[config.mk]
export PLATFORM = sky130hd
export DESIGN_NAME = fpsi_top
export DESIGN_NICKNAME = d
export VERILOG_FILES = /design/src/core/fpsi_pkg.sv /design/src/core/fpsi_top.sv
export VERILOG_INCLUDE_DIRS = /design/src /design/src/core
export SDC_FILE = /design/constraint.sdc
export NUM_CORES = 1
export LEC_CHECK = 0
export ABC_AREA = 1
export BUFFER_PORTS_ARGS = -buffer_cell sky130_fd_sc_hd__buf_2
export CORE_ASPECT_RATIO = 1.4
export CORE_MARGIN = 5
export CORE_UTILIZATION = 50
export CTS_CLUSTER_DIAMETER = 120
export DETAILED_ROUTE_END_ITERATION = 7
export PLACE_DENSITY = 0.69
export SETUP_SLACK_MARGIN = 0.2
export SLEW_MARGIN = 20
export SYNTH_ARGS = -nofsm -noshare
export SYNTH_HDL_FRONTEND = slang
export SYNTH_SLANG_ARGS = --single-unit
[constraint.sdc]
create_clock -name CLOCK_I -period 2.1 [get_ports CLOCK_I]
set_clock_uncertainty 0.15 [all_clocks]
set_input_delay 0.105 -clock CLOCK_I [delete_from_list [all_inputs] [get_ports CLOCK_I]]
set_output_delay 0.105 -clock CLOCK_I [all_outputs]
set_load 0.005 [all_outputs]
[src/core/fpsi_cfg.svh]
`ifndef FPSI_CFG_SVH
`define FPSI_CFG_SVH
// system clock rate and flash timing
`define FPSI_CLK_HZ 100000000
`define FPSI_SLOW_MS 1000
`define FPSI_FAST_MS 500
`define FPSI_FAST_ON_PCT 20
`define FPSI_SLOW_ON_PCT 50
`define FPSI_RELOAD_MS 30
// image layout: bar graphs of 12 lamps plus one digit
`define FPSI_BAR_LEN 12
`define FPSI_NUM_BARS 3
`define FPSI_SEG_LEN 8
`define FPSI_IMG_LEN 44
// shift clock divider (half period is this count plus one system cycle)
`define FPSI_SCK_HALF 8'h32
// lamp positions inside the image
`define FPSI_L_ENABLED 0
`define FPSI_L_TONE_ACC 1
`define FPSI_L_KEYPAD 2
`define FPSI_L_IDENT 3
`define FPSI_L_SHORT_KEY 4
`define FPSI_L_PATCH 5
`define FPSI_L_USER_DIAL 6
`define FPSI_L_EMERG_DIAL 7
`define FPSI_L_LINK1 8
`define FPSI_L_LINK2 9
`define FPSI_L_UNLOCKED 10
`define FPSI_L_PROGRAM 11
`define FPSI_L_RX_SQ 12
`define FPSI_L_LINK1_SQ 13
`define FPSI_L_LINK2_SQ 14
`define FPSI_L_TONE_IN 15
`define FPSI_L_RING 16
`define FPSI_L_CTRL_SQ 17
`define FPSI_NUM_MODED 10
`endif

[src/core/fpsi_pkg.sv]
package fpsi_pkg;
  typedef enum logic [1:0] {
    FPSI_OFF = 2'h0,
    FPSI_ON = 2'h1,
    FPSI_SLOW = 2'h2,
    FPSI_FAST = 2'h3
  } fpsi_lamp_e;
  typedef enum logic [1:0] {
    FPSI_IDLE,
    FPSI_LOW,
    FPSI_HIGH,
    FPSI_LATCH
  } fpsi_shift_e;
endpackage

[src/core/fpsi_top.sv]
`timescale 1ns/1ns
`include "fpsi_cfg.svh"
module fpsi_top #(
  parameter int unsigned CLK_HZ = `FPSI_CLK_HZ
) (
  input wire logic CLOCK_I,
  input wire logic SRST_I,
  input wire logic DISPLAY_ON_I,
  input wire logic RESET_BUTTON_I,
  input wire logic SYS_ENABLED_I,
  input wire logic TIMEOUT_EXPIRED_I,
  input wire logic [1:0] TONE_ACCESS_MODE_I,
  input wire logic KEYPAD_ACCESS_EN_I,
  input wire logic KEYPAD_ACCESS_UP_I,
  input wire logic ID_REQUIRED_I,
  input wire logic ID_PENDING_I,
  input wire logic ID_ANXIOUS_I,
  input wire logic SHORT_KEYUP_I,
  input wire logic PATCH_EN_I,
  input wire logic PATCH_LD_BLOCKED_I,
  input wire logic PATCH_BUSY_I,
  input wire logic DIAL_BANK_EN_I,
  input wire logic DIAL_BANK_LOCKED_I,
  input wire logic DIAL_BANK_BUSY_I,
  input wire logic EMERG_DIAL_EN_I,
  input wire logic EMERG_DIAL_BUSY_I,
  input wire logic [1:0] LINK_EN_I,
  input wire logic [1:0] LINK_ON_I,
  input wire logic [1:0] LINK_TX_I,
  input wire logic UNLOCKED_I,
  input wire logic NVM_WRITING_I,
  input wire logic RX_SQUELCH_I,
  input wire logic [1:0] LINK_SQUELCH_I,
  input wire logic MAIN_TONE_I,
  input wire logic USER_TONE_I,
  input wire logic RING_I,
  input wire logic CTRL_SQUELCH_I,
  input wire logic [`FPSI_BAR_LEN-1:0] BAR_AUX_I,
  input wire logic [`FPSI_SEG_LEN-1:0] DIGIT_SEG_I,
  output logic POWER_LAMP_O,
  output logic MCU_RESET_O,
  output logic SR_DATA_O,
  output logic SR_CLK_O,
  output logic SR_LATCH_O,
  output logic DISPLAY_PWR_O
);
  localparam int unsigned SLOW_CYC = CLK_HZ / 1000 * `FPSI_SLOW_MS;
  // divide first: the product would overflow 32 bits at the full clock rate
  localparam int unsigned SLOW_ON = SLOW_CYC / 100 * `FPSI_SLOW_ON_PCT;
  localparam int unsigned FAST_CYC = CLK_HZ / 1000 * `FPSI_FAST_MS;
  localparam int unsigned FAST_ON = FAST_CYC / 100 * `FPSI_FAST_ON_PCT;
  localparam int unsigned RELOAD_CYC = CLK_HZ / 1000 * `FPSI_RELOAD_MS;
  localparam int IMG = `FPSI_IMG_LEN;

  function automatic logic lamp_bit(input logic [1:0] code, input logic slow,
                                    input logic fast);
    case (code)
      fpsi_pkg::FPSI_OFF: lamp_bit = 1'b0;
      fpsi_pkg::FPSI_ON: lamp_bit = 1'b1;
      fpsi_pkg::FPSI_SLOW: lamp_bit = slow;
      default: lamp_bit = fast;
    endcase
  endfunction

  // shared timebase
  logic [26:0] slow_cnt_q, slow_cnt_d;
  logic [25:0] fast_cnt_q, fast_cnt_d;
  logic [21:0] reload_cnt_q, reload_cnt_d;
  logic slow_ph, fast_ph, reload_tick;

  always_comb
  begin
    slow_cnt_d = (slow_cnt_q == 27'(SLOW_CYC - 1)) ? '0 : slow_cnt_q + 27'h1;
    fast_cnt_d = (fast_cnt_q == 26'(FAST_CYC - 1)) ? '0 : fast_cnt_q + 26'h1;
    reload_tick = (reload_cnt_q == 22'(RELOAD_CYC - 1));
    reload_cnt_d = reload_tick ? '0 : reload_cnt_q + 22'h1;
    slow_ph = (slow_cnt_q < 27'(SLOW_ON));
    fast_ph = (fast_cnt_q < 26'(FAST_ON));
  end

  always_ff @(posedge CLOCK_I)
  begin
    if (SRST_I)
    begin
      slow_cnt_q <= '0;
      fast_cnt_q <= '0;
      reload_cnt_q <= '0;
    end
    else
    begin
      slow_cnt_q <= slow_cnt_d;
      fast_cnt_q <= fast_cnt_d;
      reload_cnt_q <= reload_cnt_d;
    end
  end

  // lamp codes
  logic [1:0] code [`FPSI_NUM_MODED];
  always_comb
  begin
    code[0] = TIMEOUT_EXPIRED_I ? fpsi_pkg::FPSI_SLOW :
              (SYS_ENABLED_I ? fpsi_pkg::FPSI_ON : fpsi_pkg::FPSI_OFF);
    code[1] = TONE_ACCESS_MODE_I;
    code[2] = !KEYPAD_ACCESS_EN_I ? fpsi_pkg::FPSI_OFF :
              (KEYPAD_ACCESS_UP_I ? fpsi_pkg::FPSI_FAST : fpsi_pkg::FPSI_ON);
    code[3] = !ID_REQUIRED_I ? fpsi_pkg::FPSI_OFF : ID_ANXIOUS_I ? fpsi_pkg::FPSI_FAST :
              ID_PENDING_I ? fpsi_pkg::FPSI_SLOW : fpsi_pkg::FPSI_ON;
    code[4] = SHORT_KEYUP_I ? fpsi_pkg::FPSI_FAST : fpsi_pkg::FPSI_OFF;
    code[5] = PATCH_BUSY_I ? fpsi_pkg::FPSI_FAST : !PATCH_EN_I ? fpsi_pkg::FPSI_OFF :
              PATCH_LD_BLOCKED_I ? fpsi_pkg::FPSI_SLOW : fpsi_pkg::FPSI_ON;
    code[6] = DIAL_BANK_BUSY_I ? fpsi_pkg::FPSI_FAST : !DIAL_BANK_EN_I ? fpsi_pkg::FPSI_OFF :
              DIAL_BANK_LOCKED_I ? fpsi_pkg::FPSI_SLOW : fpsi_pkg::FPSI_ON;
    code[7] = EMERG_DIAL_BUSY_I ? fpsi_pkg::FPSI_FAST :
              (EMERG_DIAL_EN_I ? fpsi_pkg::FPSI_ON : fpsi_pkg::FPSI_OFF);
    code[8] = '0;
    code[9] = '0;
    for (int k = 0; k < 2; k++)
    begin
      code[8 + k] = !LINK_EN_I[k] ? fpsi_pkg::FPSI_OFF : !LINK_ON_I[k] ? fpsi_pkg::FPSI_ON :
                    LINK_TX_I[k] ? fpsi_pkg::FPSI_FAST : fpsi_pkg::FPSI_SLOW;
    end
  end

  // image built at reload
  logic [IMG-1:0] image;
  genvar g;
  generate
    for (g = 0; g < `FPSI_NUM_MODED; g++)
    begin : g_lamp
      assign image[g] = lamp_bit(code[g], slow_ph, fast_ph);
    end
  endgenerate
  assign image[`FPSI_L_UNLOCKED] = UNLOCKED_I;
  assign image[`FPSI_L_PROGRAM] = NVM_WRITING_I;
  assign image[`FPSI_L_RX_SQ] = RX_SQUELCH_I;
  assign image[`FPSI_L_LINK1_SQ] = LINK_SQUELCH_I[0];
  assign image[`FPSI_L_LINK2_SQ] = LINK_SQUELCH_I[1];
  assign image[`FPSI_L_TONE_IN] = MAIN_TONE_I | USER_TONE_I;
  assign image[`FPSI_L_RING] = RING_I;
  assign image[`FPSI_L_CTRL_SQ] = CTRL_SQUELCH_I;
  assign image[2*`FPSI_BAR_LEN-1:`FPSI_L_CTRL_SQ+1] = '0;
  assign image[3*`FPSI_BAR_LEN-1:2*`FPSI_BAR_LEN] = BAR_AUX_I;
  assign image[IMG-1:3*`FPSI_BAR_LEN] = DIGIT_SEG_I;

  // serial loader
  fpsi_pkg::fpsi_shift_e st_q, st_d;
  logic [IMG-1:0] sh_q, sh_d;
  logic [5:0] bit_q, bit_d;
  logic [7:0] div_q, div_d;
  logic data_q, data_d, clk_q, clk_d, lat_q, lat_d;
  logic div_end;

  always_comb
  begin
    st_d = st_q;
    sh_d = sh_q;
    bit_d = bit_q;
    data_d = data_q;
    clk_d = clk_q;
    lat_d = 1'b0;
    div_end = (div_q == `FPSI_SCK_HALF);
    div_d = (st_q == fpsi_pkg::FPSI_IDLE || div_end) ? 8'h0 : div_q + 8'h1;
    case (st_q)
      fpsi_pkg::FPSI_IDLE:
      begin
        clk_d = 1'b0;
        if (reload_tick)
        begin
          sh_d = DISPLAY_ON_I ? image : '0;
          bit_d = '0;
          st_d = fpsi_pkg::FPSI_LOW;
        end
      end
      fpsi_pkg::FPSI_LOW:
        if (div_end)
        begin
          data_d = sh_q[IMG-1];
          clk_d = 1'b0;
          st_d = fpsi_pkg::FPSI_HIGH;
        end
      fpsi_pkg::FPSI_HIGH:
        if (div_end)
        begin
          clk_d = 1'b1;
          sh_d = {sh_q[IMG-2:0], 1'b0};
          bit_d = bit_q + 6'h1;
          st_d = (bit_q == 6'(IMG - 1)) ? fpsi_pkg::FPSI_LATCH : fpsi_pkg::FPSI_LOW;
        end
      fpsi_pkg::FPSI_LATCH:
        if (div_end)
        begin
          clk_d = 1'b0;
          lat_d = 1'b1;
          st_d = fpsi_pkg::FPSI_IDLE;
        end
      default: st_d = fpsi_pkg::FPSI_IDLE;
    endcase
  end

  always_ff @(posedge CLOCK_I)
  begin
    if (SRST_I)
    begin
      st_q <= fpsi_pkg::FPSI_IDLE;
      sh_q <= '0;
      bit_q <= '0;
      div_q <= '0;
      data_q <= 1'b0;
      clk_q <= 1'b0;
      lat_q <= 1'b0;
    end
    else
    begin
      st_q <= st_d;
      sh_q <= sh_d;
      bit_q <= bit_d;
      div_q <= div_d;
      data_q <= data_d;
      clk_q <= clk_d;
      lat_q <= lat_d;
    end
  end

  assign SR_DATA_O = data_q;
  assign SR_CLK_O = clk_q;
  assign SR_LATCH_O = lat_q;
  assign DISPLAY_PWR_O = DISPLAY_ON_I;
  assign POWER_LAMP_O = 1'b1;
  assign MCU_RESET_O = RESET_BUTTON_I | SRST_I;

  property p_slow_duty;
    @(posedge CLOCK_I) disable iff (SRST_I)
      (slow_cnt_q == 27'(longint'(SLOW_CYC) * `FPSI_SLOW_ON_PCT / 100 - 1)) |->
        slow_ph ##1 !slow_ph;
  endproperty
  a_slow_duty: assert property (p_slow_duty) else $error("slow flash phase wrong");

  property p_fast_duty;
    @(posedge CLOCK_I) disable iff (SRST_I)
      (fast_cnt_q == 26'(longint'(FAST_CYC) * `FPSI_FAST_ON_PCT / 100 - 1)) |->
        fast_ph ##1 !fast_ph;
  endproperty
  a_fast_duty: assert property (p_fast_duty) else $error("fast flash on too long");

  property p_blank;
    @(posedge CLOCK_I) disable iff (SRST_I)
      (st_q == fpsi_pkg::FPSI_IDLE && reload_tick && !DISPLAY_ON_I) |=> (sh_q == '0);
  endproperty
  a_blank: assert property (p_blank) else $error("display not blanked");

  property p_reset_out;
    @(posedge CLOCK_I) disable iff (SRST_I) RESET_BUTTON_I |-> MCU_RESET_O;
  endproperty
  a_reset_out: assert property (p_reset_out) else $error("micro reset not forced");

  property p_reload_start;
    @(posedge CLOCK_I) disable iff (SRST_I)
      (reload_tick && st_q == fpsi_pkg::FPSI_IDLE) |=> (st_q == fpsi_pkg::FPSI_LOW);
  endproperty
  a_reload_start: assert property (p_reload_start) else $error("reload missed");

  property p_latch_end;
    @(posedge CLOCK_I) disable iff (SRST_I)
      SR_LATCH_O |-> (st_q == fpsi_pkg::FPSI_IDLE && bit_q == 6'(IMG));
  endproperty
  a_latch_end: assert property (p_latch_end) else $error("latch before full image");

  property p_latch_pulse;
    @(posedge CLOCK_I) disable iff (SRST_I)
      SR_LATCH_O |=> !SR_LATCH_O;
  endproperty
  a_latch_pulse: assert property (p_latch_pulse) else $error("latch longer than one cycle");

  property p_data_hold;
    @(posedge CLOCK_I) disable iff (SRST_I)
      SR_CLK_O |-> $stable(SR_DATA_O);
  endproperty
  a_data_hold: assert property (p_data_hold) else $error("shift data moved while clock high");

  property p_enabled_lamp;
    @(posedge CLOCK_I) disable iff (SRST_I)
      (TIMEOUT_EXPIRED_I) |-> (image[`FPSI_L_ENABLED] == slow_ph);
  endproperty
  a_enabled_lamp: assert property (p_enabled_lamp) else $error("timeout not slow flash");

  property p_tone_in;
    @(posedge CLOCK_I) disable iff (SRST_I)
      image[`FPSI_L_TONE_IN] == (MAIN_TONE_I || USER_TONE_I);
  endproperty
  a_tone_in: assert property (p_tone_in) else $error("tone input lamp wrong");
endmodule

# Word level (Yosys, flattened, before mapping)
# Cells that the tools add are included.
# word_totals
in_bits	57
romBits	0
word_cells	125
latchBits	0
n_memories	0
ff_bits	138
ram_bits	0
# classes
n_eq_ne	33
n_addsub	5
n_bitwise	3
order_cmp	2
shifts	0
multipliers	0
n_reduce_logical	23
div	0
muxes	49
# ops
cell	count
$mux W44	3
$pmux W44 S2	1
$mux W2	23
$pmux W1 S3	11
$add A27 B1 Y27 const B	1
$eq A27 B27 Y1 const B	1
$lt A27 B26 Y1 const B	1
$add A26 B1 Y26 const B	1
$eq A26 B26 Y1 const B	1
$lt A26 B24 Y1 const B	1
$eq A2 B2 Y1 const B	12
$add A22 B1 Y22 const B	1
$eq A2 B1 Y1 const B	11
$eq A22 B22 Y1 const B	1
$logic_not A2 Y1	11
$mux W6	2
$pmux W6 S2	1
$reduce_or A2 Y1	6
$add A8 B1 Y8 const B	1
$eq A8 B6 Y1 const B	1
$ne A2 B2 Y1 const B	4
$pmux W2 S4	1
$mux W1	7
$add A6 B1 Y6 const B	1
other kinds (9)	11

# Depth between registers and ports, before layout
# Gate-level depths: netlist of run 1.
# depth
word_depth	8
mapped_depth	13
ltp_nobuf	13

# Least setup slack after synthesis of run 1
# Ideal clock, no wire load.
# synth_timing
path_kind	register to register
start	register fast_cnt_q[0]
end	register fast_cnt_q[13]
slack_ns	0.338
arrival_time_ns	1.494
stages_incl_launch_ff	8
setup_ns	0.117
synth_period_minus_slack_ns	1.762
path_cell_list	dfxtp_1 > ha_1 > nand3_2 > nor4_1 > nand3_1 > o21ai_2 > buf_2 > nor2_1
# synth_between
elab_chain_cells	2
# synth_lines
element	line_no	rtl
start: declaration	fpsi_top.sv:67	logic [25:0] fast_cnt_q, fast_cnt_d;
start signal: assignment	fpsi_top.sv:92	fast_cnt_q <= fast_cnt_d;
parallel branches: the longest is 2 deep, another holds $add A26 B1 Y26	n/a	
# Several ways; the timed one is not identified.
# A chain may end at the register's enable or synchronous reset.

# Worst setup path in the final report of run 1
# layout_timing
start	register reload_cnt_q[1]
end	register sh_q[24]
# layout_between
elab_chain_cells	3
# layout_lines
element	line_no	rtl
start: declaration	fpsi_top.sv:68	logic [21:0] reload_cnt_q, reload_cnt_d;
start signal: assignment	fpsi_top.sv:93	reload_cnt_q <= reload_cnt_d;
$eq A22 B22 Y1	fpsi_top.sv:75	reload_tick = (reload_cnt_q == 22'(RELOAD_CYC - 1));
$ne A2 B2 Y1 (no source line)	n/a	
$reduce_and A3 Y1 (no source line)	n/a	
end signal: assignment	fpsi_top.sv:205	sh_q <= '0;
end signal: assignment	fpsi_top.sv:215	sh_q <= sh_d;
end: declaration	fpsi_top.sv:147	logic [IMG-1:0] sh_q, sh_d;
# Every way passes these cells.

==> results.rst, run 1 <==
.. list-table::
   :header-rows: 1

   * - Metric
     - Value
   * - Primary FF master, synth
     - sky130_fd_sc_hd__dfxtp_1
   * - Per-instance average area after synthesis
     - around 7.1 µm²
   * - Final hold violation count
     - 2
   * - Row count
     - approximately 50
   * - Most frequent cells in the layout
     - sky130_fd_sc_hd__nor2_1, sky130_fd_sc_hd__nand2_1, sky130_fd_sc_hd__dfxtp_1
   * - Number of violations reported at the end of detailed-routing iteration 0
     - 358
   * - Count of buffer and inverter cells on the critical path
     - 1
   * - Antenna violations before repair
     - 0
   * - Top Ports
     - 63
   * - Global-route wire length before repair
     - ~30 mm
   * - FF+latch count, synth
     - approximately 140
   * - Leakage dissipation
     - 3.809 nW
   * - Internal cell power
     - approximately 5.3 mW
   * - Crit share post-route
     - between 90 and 100%
   * - Clock input transition at the sequential cells of the worst setup and hold paths
     - roughly 60 ps
   * - Placement-stage worst setup slack
     - 156.2 ps
   * - Part of the power in combinational logic
     - 4.7%
   * - Drt drc
     - 0
   * - Total CTS buffers
     - 17
   * - Net count after synthesis
     - about 1100
   * - Number of maximum-capacitance constraint violations
     - 0
   * - Proportion of power drawn by flip-flops and latches
     - 39.9%
   * - YS warnings
     - 0
   * - Run status
     - complete, but fails checks
   * - Clock root buffer
     - sky130_fd_sc_hd__clkbuf_16
   * - Gate Count Post-Synth
     - 1004
   * - Highest clock rate
     - between 500 and 600 MHz
   * - Vias after detailed routing
     - 7003
   * - Class of the tightest hold or removal check
     - primary input to flop
   * - Category of the most critical setup path
     - flop to flop
   * - Bufs on Longest Clock Path
     - 2
   * - Count of pins over their slew limit
     - 0
   * - CP Cell Sequence
     - ha_4 > nand2_4 > nor4_4 > nand3_4 > nand2_8 > clkbuf_16 > o21ai_1 > nor2_1
   * - Count of input and output buffers
     - around 60
   * - Clock network latency to the later pin of the worst-skew pair
     - ~430 ps
   * - Gp weighted congestion
     - 0.8786
   * - Violated checks
     - negative hold slack
   * - Async set-reset flop share out of synthesis
     - 0%
   * - CTS Sinks
     - 138
   * - Drt pass-1 iters
     - 8
   * - Final setup slack of the worst path
     - ~150 ps
   * - Worst EP required
     - about 2300 ps
   * - Highest cell delay on the worst timing path
     - approximately 350 ps
   * - Aggregate negative setup slack
     - 0 ps
   * - Number of diodes added for antenna fixing
     - 0
   * - Data arrival time of the worst path
     - ~2200 ps
   * - Core region area
     - approximately 0.014 mm²
   * - Slowest CP cell
     - sky130_fd_sc_hd__dfxtp_2
   * - Largest net degree at the start of global routing
     - 55
   * - Final global-route overflow total
     - 0
   * - Max_slew headroom
     - 65.64%
   * - Number of enable flip-flop cells after synthesis
     - 0
   * - Number of global-route vias before repair
     - 6524
   * - Final Instance Count excl. Fillers
     - about 1300
   * - TritonCTS clock tree
     - done
   * - CP Launch Type
     - flop
   * - Syn Std Cell Area
     - 0.007164 mm²
   * - Total number of H-tree levels
     - 4
   * - Total design power
     - approximately 6.6 mW
   * - Cells after DPL
     - about 1200
   * - Net switching fraction of the power
     - between 20% and 30%
   * - Most frequent standard cell in the layout excluding fill and tap cells
     - sky130_fd_sc_hd__nor2_1
   * - Detailed-placement wirelength estimate
     - around 12 mm
   * - CP top delay family
     - simple AND/OR/NAND/NOR gates
   * - Detailed-route vias per instance
     - between 5 and 6
   * - Setup repair after global routing missed its margin
     - true
   * - Initial standard-cell utilization of the core
     - roughly 51%
   * - Crit path time final
     - approximately 1900 ps
   * - Maximum fanout along the worst path
     - 14
   * - Transition time of the tightest slew-check pin
     - 515.4 ps
   * - Die width
     - approximately 110 µm
   * - Routed len/inst
     - roughly 14 µm
   * - Power density over cell area
     - a little over 700 mW/mm²
   * - Part of the power in the clock network
     - between 50% and 60%
   * - Final hold slack
     - -6.417 ps
   * - Floorplan die height
     - 151.6 µm
   * - Share of post-route cells with drive strength above 1
     - between 10% and 20%
   * - Number of nets in the finished design
     - about 1200
   * - Die ar.
     - about 0.017 mm²
   * - Max rail drop VDD
     - around 510 µV
   * - Switching power summed over all nets
     - 1.345 mW
   * - Area growth from synthesis to final layout
     - 29.25%
   * - GR Util All Layers
     - between 20 and 25%
   * - Count of final setup violators
     - 0
   * - Register area share after synthesis
     - 38.56%
   * - CP endpoint kind
     - flop
   * - Final Routed Wirelength
     - approximately 19 mm
   * - Unique masters post-synth
     - 55
   * - Antenna viol nets, final
     - 0
## cell type report
type | count | area [µm²]
Timing Repair Buffer | 142 | 1157
Fill cell | 1208 | 4715
Inverter | 110 | 416.7
Tap cell | 185 | 231.5
Multi-Input combinational cell | 727 | 3956
Sequential cell | 138 | 2780
Clock buffer | 17 | 425.4
Clock inverter | 15 | 292.8
## Yosys cell counts, drive strengths merged, types with 2 or more instances
cell / instances / area (µm²)
a22o: 27 / 236.5
nand2: 184 / 740.7
a211oi: 2 / 15.01
buf: 23 / 192.7
dfxtp: 138 / 2763
inv: 108 / 405.4
nor4: 14 / 108.9
ha: 6 / 75.07
nor2: 178 / 705.7
a21oi: 63 / 322.8
xnor2: 8 / 70.07
a21boi: 3 / 22.52
nand4: 29 / 181.4
nor3: 31 / 209.0
clkbuf: 8 / 31.28
nand3: 64 / 342.8
xor2: 16 / 140.1
clkinv: 2 / 7.510
o21a: 4 / 30.03
nand3b: 2 / 15.01
nor3b: 7 / 62.56
o21ai: 64 / 335.3
or2: 14 / 87.59
## final timing paths
| kind | start | endpoint | slack [ps] | cells after the start |
|---|---|---|---|---|
| max | reload_cnt_q[1]$_SDFF_PP0_ | sh_q[24]$_SDFFE_PP0P_ | 150 | 8 |
| min | EMERG_DIAL_EN_I | sh_q[7]$_SDFFE_PP0P_ | -6 | 4 |
| max reg2reg | reload_cnt_q[1]$_SDFF_PP0_ | sh_q[24]$_SDFFE_PP0P_ | 150 | 8 |
| min reg2reg | slow_cnt_q[0]$_SDFF_PP0_ | slow_cnt_q[0]$_SDFF_PP0_ | 280 | 1 |
## tightest hold or removal path: stages
cell	delay [ps]
sky130_fd_sc_hd__buf_2	100
sky130_fd_sc_hd__o21ai_0	160
sky130_fd_sc_hd__a21o_1	100
sky130_fd_sc_hd__a21oi_1	60
## power by group through the flow
| stage | clock network (mW) | registers, mW | logic (mW) |
|---|---|---|---|
| after floorplan | 0 | 2.70 | 0.122 |
| after global placement | 0 | 2.70 | 0.226 |
| after detailed placement | 0 | 2.70 | 0.226 |
| after CTS | 3.72 | 2.64 | 0.298 |
| after global routing | 3.83 | 2.64 | 0.342 |
| final | 3.67 | 2.64 | 0.310 |
## stage by stage
step | utilization (%) | area, µm²
CTS | 63.73 | 8906
global route | 66.26 | 9260
global placement | 54.99 | 7685
finish | 66.26 | 9260
detailed placement | 54.99 | 7685
floorplan | - | 7164
## sequential cells by signal (all words and copies together) (netlist names)
| register | count |
|---|---|
| SR_CLK_O | 1 |
| SR_DATA_O | 1 |
| SR_LATCH_O | 1 |
| bit_q | 6 |
| div_q | 8 |
| fast_cnt_q | 26 |
| reload_cnt_q | 22 |
| sh_q | 44 |
| slow_cnt_q | 27 |
| st_q | 2 |
## logic make-up after synthesis
kind of cell               synth area share (%)
buffers and inverters                     8.889
xor gates and xnor gates                  2.934
adders and majority gates                 1.048
and+or+nand+nor                           34.54
AOI/OAI and AO/OA                         13.97
DFF                                       38.56
other                                   0.05234
## timing repair
item                                   in CTS  in global routing
setup endpoints to repair                  38                 90
hold buffers                               49                  0
gates resized for setup                     2                 65
cloned                                      0                  7
buffers inserted                            0                  6
pin swaps                                   0                 15
endpoints found under the hold margin      41                  0
## per-layer routing
layer,global-route usage (%),vias up,wire length [µm]
met5,0,-,0
met4,9.191,0,473
li1,-,3584,-
met1,25.78,3190,7908
met3,3.774,39,883
met2,37.83,190,9610
No activity file was read; power rests on OpenSTA's default activity.
==> run 2: changes to the inputs <==
PLACE_DENSITY = not set   (was 0.69)
PLACE_DENSITY_LB_ADDON = 0.15   (was not set)
==> results.rst, run 2 (synthesized netlist as in run 1, its figures left out) <==
.. list-table::
   :header-rows: 1

   * - Metric
     - Value
   * - Run status
     - finished clean
   * - Data arrival time of the worst path
     - between 2000 and 2500 ps
   * - Crit path time final
     - 1942 ps
   * - Slowest CP cell
     - sky130_fd_sc_hd__dfxtp_2
   * - Switching power summed over all nets
     - 1.363 mW
   * - Setup repair after global routing missed its margin
     - true
   * - Floorplan die height
     - about 150 µm
   * - GR Util All Layers
     - around 23%
   * - CTS Sinks
     - 138
   * - Number of violations reported at the end of detailed-routing iteration 0
     - approximately 360
   * - Most frequent cells in the layout
     - sky130_fd_sc_hd__nand2_1, sky130_fd_sc_hd__nor2_1, sky130_fd_sc_hd__dfxtp_1
   * - Storage element area
     - between 0.002 and 0.003 mm²
   * - Met3 usage in global routing
     - under 10%
   * - Share of post-route cells with drive strength above 1
     - 22.48%
   * - Final setup slack of the worst path
     - 158.0 ps
   * - Largest regs
     - sh_q (44), slow_cnt_q (27), fast_cnt_q (26)
   * - Largest net degree at the start of global routing
     - 36
   * - M1 GR Usage
     - 25.78%
   * - Fillers
     - around 1200
   * - Leakage dissipation
     - 3.835 nW
   * - Max reg flops
     - between 40 and 50
   * - Clock root buffer
     - sky130_fd_sc_hd__clkbuf_16
   * - Internal cell power
     - 4.666 mW
   * - Count of buffer and inverter cells on the critical path
     - 1
   * - Number of global-route vias before repair
     - 6798
   * - CP Launch Type
     - flop
   * - Final global-route overflow total
     - 0
   * - Total CTS buffers
     - 17
   * - Global-route wire length before repair
     - 31.32 mm
   * - Detailed-route vias per instance
     - between 5 and 6
   * - Net switching fraction of the power
     - between 20% and 30%
   * - Count of input and output buffers
     - 61
   * - Most frequent standard cell in the layout excluding fill and tap cells
     - sky130_fd_sc_hd__nand2_1
   * - Busiest layer in global routing
     - met2
   * - Placement-stage worst setup slack
     - 95.23 ps
   * - Part of the power in combinational logic
     - ~5.3%
   * - Drt pass-1 iters
     - 5
   * - Antenna viol nets, final
     - 0
   * - CP endpoint kind
     - flop
   * - Drt drc
     - 0
   * - Bufs on Longest Clock Path
     - 2
   * - Area occupied by multi-input gates
     - 0.004175 mm²
   * - Count of pins over their slew limit
     - 0
   * - Routed len/inst
     - around 15 µm
   * - Max rail drop VDD
     - 504.3 µV
   * - Share of the core filled with cells in the final layout
     - about two thirds
   * - TritonCTS clock tree
     - done
   * - Class of the tightest hold or removal check
     - primary input to flop
   * - Clock input transition at the sequential cells of the worst setup and hold paths
     - roughly 70 ps
   * - Die ar.
     - between 0.015 and 0.02 mm²
   * - Power density over cell area
     - around 640 mW/mm²
   * - Highest clock rate
     - 514.9 MHz
   * - Met2 Resource Use GR
     - 39.86%
   * - Number of nets in the finished design
     - approximately 1200
   * - Total number of H-tree levels
     - 4
   * - CP top delay family
     - simple AND/OR/NAND/NOR gates
   * - Number of maximum-capacitance constraint violations
     - 0
   * - Total design power
     - around 6 mW
   * - Proportion of power drawn by flip-flops and latches
     - between 40 and 50%
   * - Worst EP required
     - 2280 ps
   * - Part of the power in the clock network
     - 50.8%
   * - Max_slew headroom
     - 67.06%
   * - Initial standard-cell utilization of the core
     - 51.27%
   * - Die width
     - ~110 µm
   * - Final hold violation count
     - 0
   * - Detailed-placement wirelength estimate
     - ~12 mm
   * - Area growth from synthesis to final layout
     - 32.05%
   * - Maximum fanout along the worst path
     - 8
   * - Transition time of the tightest slew-check pin
     - between 400 and 500 ps
   * - Top Ports
     - between 60 and 70
   * - Gp weighted congestion
     - about 0.9
   * - Core region area
     - 0.01397 mm²
   * - Final Routed Wirelength
     - roughly 20 mm
   * - Count of final setup violators
     - 0
   * - Register with the most flip-flops
     - sh_q
   * - Antenna violations before repair
     - 0
   * - Crit share post-route
     - 92.48%
   * - Vias after detailed routing
     - about 7300
   * - Number of diodes added for antenna fixing
     - 0
   * - CP Cell Sequence
     - ha_4 > nand2_4 > nor4_4 > nand3_4 > nand2_8 > buf_4 > o21ai_0 > a21oi_1
   * - Aggregate negative setup slack
     - 0 ps
   * - Row count
     - 51
   * - Clock network latency to the later pin of the worst-skew pair
     - 430 ps
   * - Highest cell delay on the worst timing path
     - approximately 350 ps
   * - Category of the most critical setup path
     - flop to flop
[run 2: cell count changes in the layout (fill, tap and decap cells not counted), moves of 3 or more]
cell                         previous run  this run
sky130_fd_sc_hd__nor2_1               168       147
sky130_fd_sc_hd__nor2_2                 5        24
sky130_fd_sc_hd__o21ai_0               30        40
sky130_fd_sc_hd__o21ai_1               30        22
sky130_fd_sc_hd__buf_4                 23        30
sky130_fd_sc_hd__buf_6                  1         7
sky130_fd_sc_hd__bufinv_16              8         3
sky130_fd_sc_hd__nand2_8                3         8
sky130_fd_sc_hd__buf_12                 3         6
sky130_fd_sc_hd__clkinv_4               1         4
sky130_fd_sc_hd__clkinvlp_4             2         5
sky130_fd_sc_hd__inv_6                  3         0
sky130_fd_sc_hd__nand2_4                5         8
[run 2: worst paths after layout]
kind	start	endpoint	slack (ps)	cells after the start
setup / recovery	reload_cnt_q[0]$_SDFF_PP0_	sh_q[23]$_SDFFE_PP0P_	160	8
hold / removal	DIAL_BANK_EN_I	sh_q[6]$_SDFFE_PP0P_	30	6
setup reg to reg	reload_cnt_q[0]$_SDFF_PP0_	sh_q[23]$_SDFFE_PP0P_	160	8
hold reg to reg	slow_cnt_q[0]$_SDFF_PP0_	slow_cnt_q[0]$_SDFF_PP0_	300	1
[run 2: final cells by class]
cell class                      instances  share of cell area, %
Multi-Input combinational cell        735                  44.13
Timing Repair Buffer                  155                  13.21
Sequential cell                       138                  29.41
Inverter                              110                  4.417
Clock buffer                           17                  4.497
Tap cell                              185                  2.447
Clock inverter                         15                  1.878
[run 2: what timing repair did]
action	CTS	global route
hold buffers	49	0
setup buffers	6	16
pin swaps	4	20
gates cloned	3	9
setup endpoints to repair	48	99
resized for setup	13	84
hold endpoints to repair	41	0
[run 2: layer usage]
layer | up-vias | share of wire, %
li1 | 3635 | -
met1 | 3365 | 41
met2 | 225 | 50
met3 | 76 | 4.5
met4 | 0 | 5.1
met5 | - | 0
[run 2: power groups by stage]
stage / logic [mW] / registers [mW] / clock network (mW)
2_1_floorplan: 0.122 / 2.70 / 0
3_3_place_gp: 0.228 / 2.70 / 0
3_5_place_dp: 0.228 / 2.70 / 0
4_1_cts: 0.300 / 2.64 / 3.09
5_1_grt: 0.350 / 2.65 / 3.22
6_report: 0.318 / 2.65 / 3.07
[run 2: stage by stage]
step	instance area, µm²	instances	hold slack, ps
floorplan	7164	1004	24.07
global placement	7685	1240	258.2
detailed placement	7685	1240	249.7
CTS	8924	1330	17.44
global route	9460	1355	47.82
finish	9460	1355	31.38
[run 2: worst reg2reg max path: stages (launching register included)]
cell and delay (ps):
sky130_fd_sc_hd__dfxtp_2 350, sky130_fd_sc_hd__ha_4 150, sky130_fd_sc_hd__nand2_4 60, sky130_fd_sc_hd__nor4_4 290, sky130_fd_sc_hd__nand3_4 240, sky130_fd_sc_hd__nand2_8 170, sky130_fd_sc_hd__buf_4 130, sky130_fd_sc_hd__o21ai_0 80
sky130_fd_sc_hd__a21oi_1 240
==> run 3: changes to the inputs <==
REMOVE_ABC_BUFFERS = 1   (was not set)
==> results.rst, run 3 (synthesized netlist as in run 1, its figures left out) <==
.. list-table::
   :header-rows: 1

   * - Metric
     - Value
   * - Global-route wire length before repair
     - just over 30 mm
   * - Count of buffer and inverter cells on the critical path
     - 3
   * - Part of the power in combinational logic
     - under 10%
   * - CP top delay family
     - simple AND/OR/NAND/NOR gates
   * - Power density over cell area
     - ~650 mW/mm²
   * - Storage element area
     - approximately 0.0028 mm²
   * - Core region area
     - between 0.01 and 0.015 mm²
   * - Antenna viol nets, final
     - 0
   * - Maximum fanout along the worst path
     - 31
   * - Final hold slack
     - approximately 14 ps
   * - Floorplan die height
     - around 150 µm
   * - Area growth from synthesis to final layout
     - 29.44%
   * - Total design power
     - ~6.0 mW
   * - Fillers
     - around 1200
   * - Switching power summed over all nets
     - 1.275 mW
   * - Initial standard-cell utilization of the core
     - between 50 and 60%
   * - Part of the power in the clock network
     - approximately 51%
   * - Bufs on Longest Clock Path
     - 2
   * - Row count
     - 51
   * - Die width
     - about 110 µm
   * - Setup repair after global routing missed its margin
     - true
   * - Worst Hold Path Cells
     - 6
   * - Class of the tightest hold or removal check
     - primary input to flop
   * - Category of the most critical setup path
     - flop to flop
   * - Largest net degree at the start of global routing
     - 32
   * - Share of post-route cells with drive strength above 1
     - between 20% and 30%
   * - Vias after detailed routing
     - 7122
   * - Number of maximum-capacitance constraint violations
     - 0
   * - Area occupied by multi-input gates
     - 0.004036 mm²
   * - Count of input and output buffers
     - between 60 and 70
   * - Data arrival time of the worst path
     - roughly 2000 ps
   * - Total number of H-tree levels
     - 4
   * - Aggregate negative setup slack
     - 0 ps
   * - Drt pass-1 iters
     - 6
   * - Worst flop-to-flop path endpoint
     - sh_q[17]$_SDFFE_PP0P_
   * - Final non-filler cell area
     - 0.009274 mm²
   * - Placement-stage worst setup slack
     - roughly 73 ps
   * - Share of the core filled with cells in the final layout
     - 66.36%
   * - GR Util All Layers
     - between 20 and 25%
   * - Antenna violations before repair
     - 0
   * - Clock root buffer
     - sky130_fd_sc_hd__clkbuf_16
   * - Final Instance Count excl. Fillers
     - 1347
   * - CP Cell Sequence
     - inv_2 > nand2_4 > nand2_2 > inv_1 > buf_12 > a22o_1 > nor2_1 > nor2_1
   * - R2R cell count
     - 8
   * - Internal cell power
     - roughly 4.8 mW
   * - Cells after DPL
     - ~1200
   * - Number of nets in the finished design
     - between 1000 and 1500
   * - Detailed-route vias per instance
     - 5.287
   * - Most frequent cells in the layout
     - sky130_fd_sc_hd__nand2_1, sky130_fd_sc_hd__nor2_1, sky130_fd_sc_hd__dfxtp_1
   * - Run status
     - finished clean
   * - Worst-case hold path end point
     - sh_q[5]$_SDFFE_PP0P_
   * - Most frequent standard cell in the layout excluding fill and tap cells
     - sky130_fd_sc_hd__nand2_1
   * - Worst EP required
     - 2250 ps
   * - Clock network latency to the later pin of the worst-skew pair
     - roughly 420 ps
   * - CP endpoint kind
     - flop
   * - Die ar.
     - between 0.015 and 0.02 mm²
   * - Gp weighted congestion
     - approximately 0.88
   * - Number of violations reported at the end of detailed-routing iteration 0
     - a little under 400
   * - Count of pins over their slew limit
     - 0
   * - Top Ports
     - 63
   * - Final setup slack of the worst path
     - between 200 and 300 ps
   * - Cell occurring most often along the worst timing path
     - sky130_fd_sc_hd__nor2_1
   * - Leakage dissipation
     - 3.801 nW
   * - Routed len/inst
     - approximately 14 µm
   * - Proportion of power drawn by flip-flops and latches
     - 43.8%
   * - Highest clock rate
     - between 500 and 600 MHz
   * - Clock input transition at the sequential cells of the worst setup and hold paths
     - about 50 ps
   * - Final Routed Wirelength
     - roughly 19 mm
   * - Total placed instance area
     - approximately 0.0077 mm²
   * - Reg-to-reg critical path startpoint
     - st_q[0]$_SDFFE_PP0P_
   * - Detailed-placement wirelength estimate
     - 12.26 mm
   * - Max rail drop VDD
     - 459.5 µV
   * - Count of final setup violators
     - 0
   * - Total CTS buffers
     - 17
   * - Crit share post-route
     - roughly 87%
   * - Final global-route overflow total
     - 0
   * - CTS Sinks
     - 138
   * - TritonCTS clock tree
     - done
   * - Number of global-route vias before repair
     - around 6700
   * - Max reg flops
     - 44
   * - Largest regs
     - sh_q (44), slow_cnt_q (27), fast_cnt_q (26)
   * - Net switching fraction of the power
     - a little over a fifth
   * - Drt drc
     - 0
   * - Register with the most flip-flops
     - sh_q
   * - Final hold violation count
     - 0
   * - CP Launch Type
     - flop
   * - Origin of the worst min-delay path
     - PATCH_EN_I
   * - Crit path time final
     - 1821 ps
   * - Flop2flop setup slack
     - between 200 and 300 ps
   * - Slowest CP cell
     - sky130_fd_sc_hd__dfxtp_2
   * - Highest cell delay on the worst timing path
     - roughly 350 ps
run 3: layer usage:
metal | vias to the layer above | share of wire, % | GRT usage, %
li1 | 3613 | - | -
met1 | 3243 | 41 | 25.14
met2 | 218 | 52 | 39.82
met3 | 48 | 4.9 | 4.132
met4 | 0 | 2.8 | 8.947
met5 | - | 0 | 0
run 3: worst register-to-register path: stages (launching register included):
cell and delay [ps]:
sky130_fd_sc_hd__dfxtp_2 350, sky130_fd_sc_hd__inv_2 160, sky130_fd_sc_hd__nand2_4 140, sky130_fd_sc_hd__nand2_2 240, sky130_fd_sc_hd__inv_1 110, sky130_fd_sc_hd__buf_12 180, sky130_fd_sc_hd__a22o_1 200, sky130_fd_sc_hd__nor2_1 120
sky130_fd_sc_hd__nor2_1 70
run 3: layout make-up:
class	instances	share of cell area (%)
Tap cell	185	2.496
Multi-Input combinational cell	729	43.52
Inverter	110	4.452
Timing Repair Buffer	152	12.90
Sequential cell	138	29.98
Clock inverter	11	1.552
Clock buffer	21	5.073
Antenna cell	1	0.02698
run 3: power groups by stage:
stage / registers (mW) / clock network, mW / logic [mW]
4_1_cts: 2.64 / 3.13 / 0.303
2_1_floorplan: 2.70 / 0 / 0.108
5_1_grt: 2.65 / 3.24 / 0.352
6_report: 2.65 / 3.08 / 0.323
3_3_place_gp: 2.70 / 0 / 0.230
3_5_place_dp: 2.70 / 0 / 0.228
run 3: what timing repair did:
item / 4_1_cts / 5_1_grt
cloned: 2 / 2
endpoints found under the hold margin: 42 / 0
buffers inserted: 4 / 12
setup endpoints to repair: 46 / 106
gates resized for setup: 15 / 69
pin swaps: 4 / 15
hold buffers: 51 / 0
run 3: worst max-delay path by stage:
stage | start | endpoint | slack (ps) | cells past startpoint
2_1_floorplan | fast_cnt_q[0]$_SDFF_PP0_ | fast_cnt_q[3]$_SDFF_PP0_ | 90 | 7
3_3_place_gp | reload_cnt_q[0]$_SDFF_PP0_ | sh_q[9]$_SDFFE_PP0P_ | 110 | 10
3_5_place_dp | reload_cnt_q[0]$_SDFF_PP0_ | sh_q[1]$_SDFFE_PP0P_ | 70 | 10
4_1_cts | reload_cnt_q[0]$_SDFF_PP0_ | sh_q[10]$_SDFFE_PP0P_ | 190 | 10
5_1_grt | fast_cnt_q[0]$_SDFF_PP0_ | fast_cnt_q[3]$_SDFF_PP0_ | 150 | 8
6_report | st_q[0]$_SDFFE_PP0P_ | sh_q[17]$_SDFFE_PP0P_ | 280 | 8
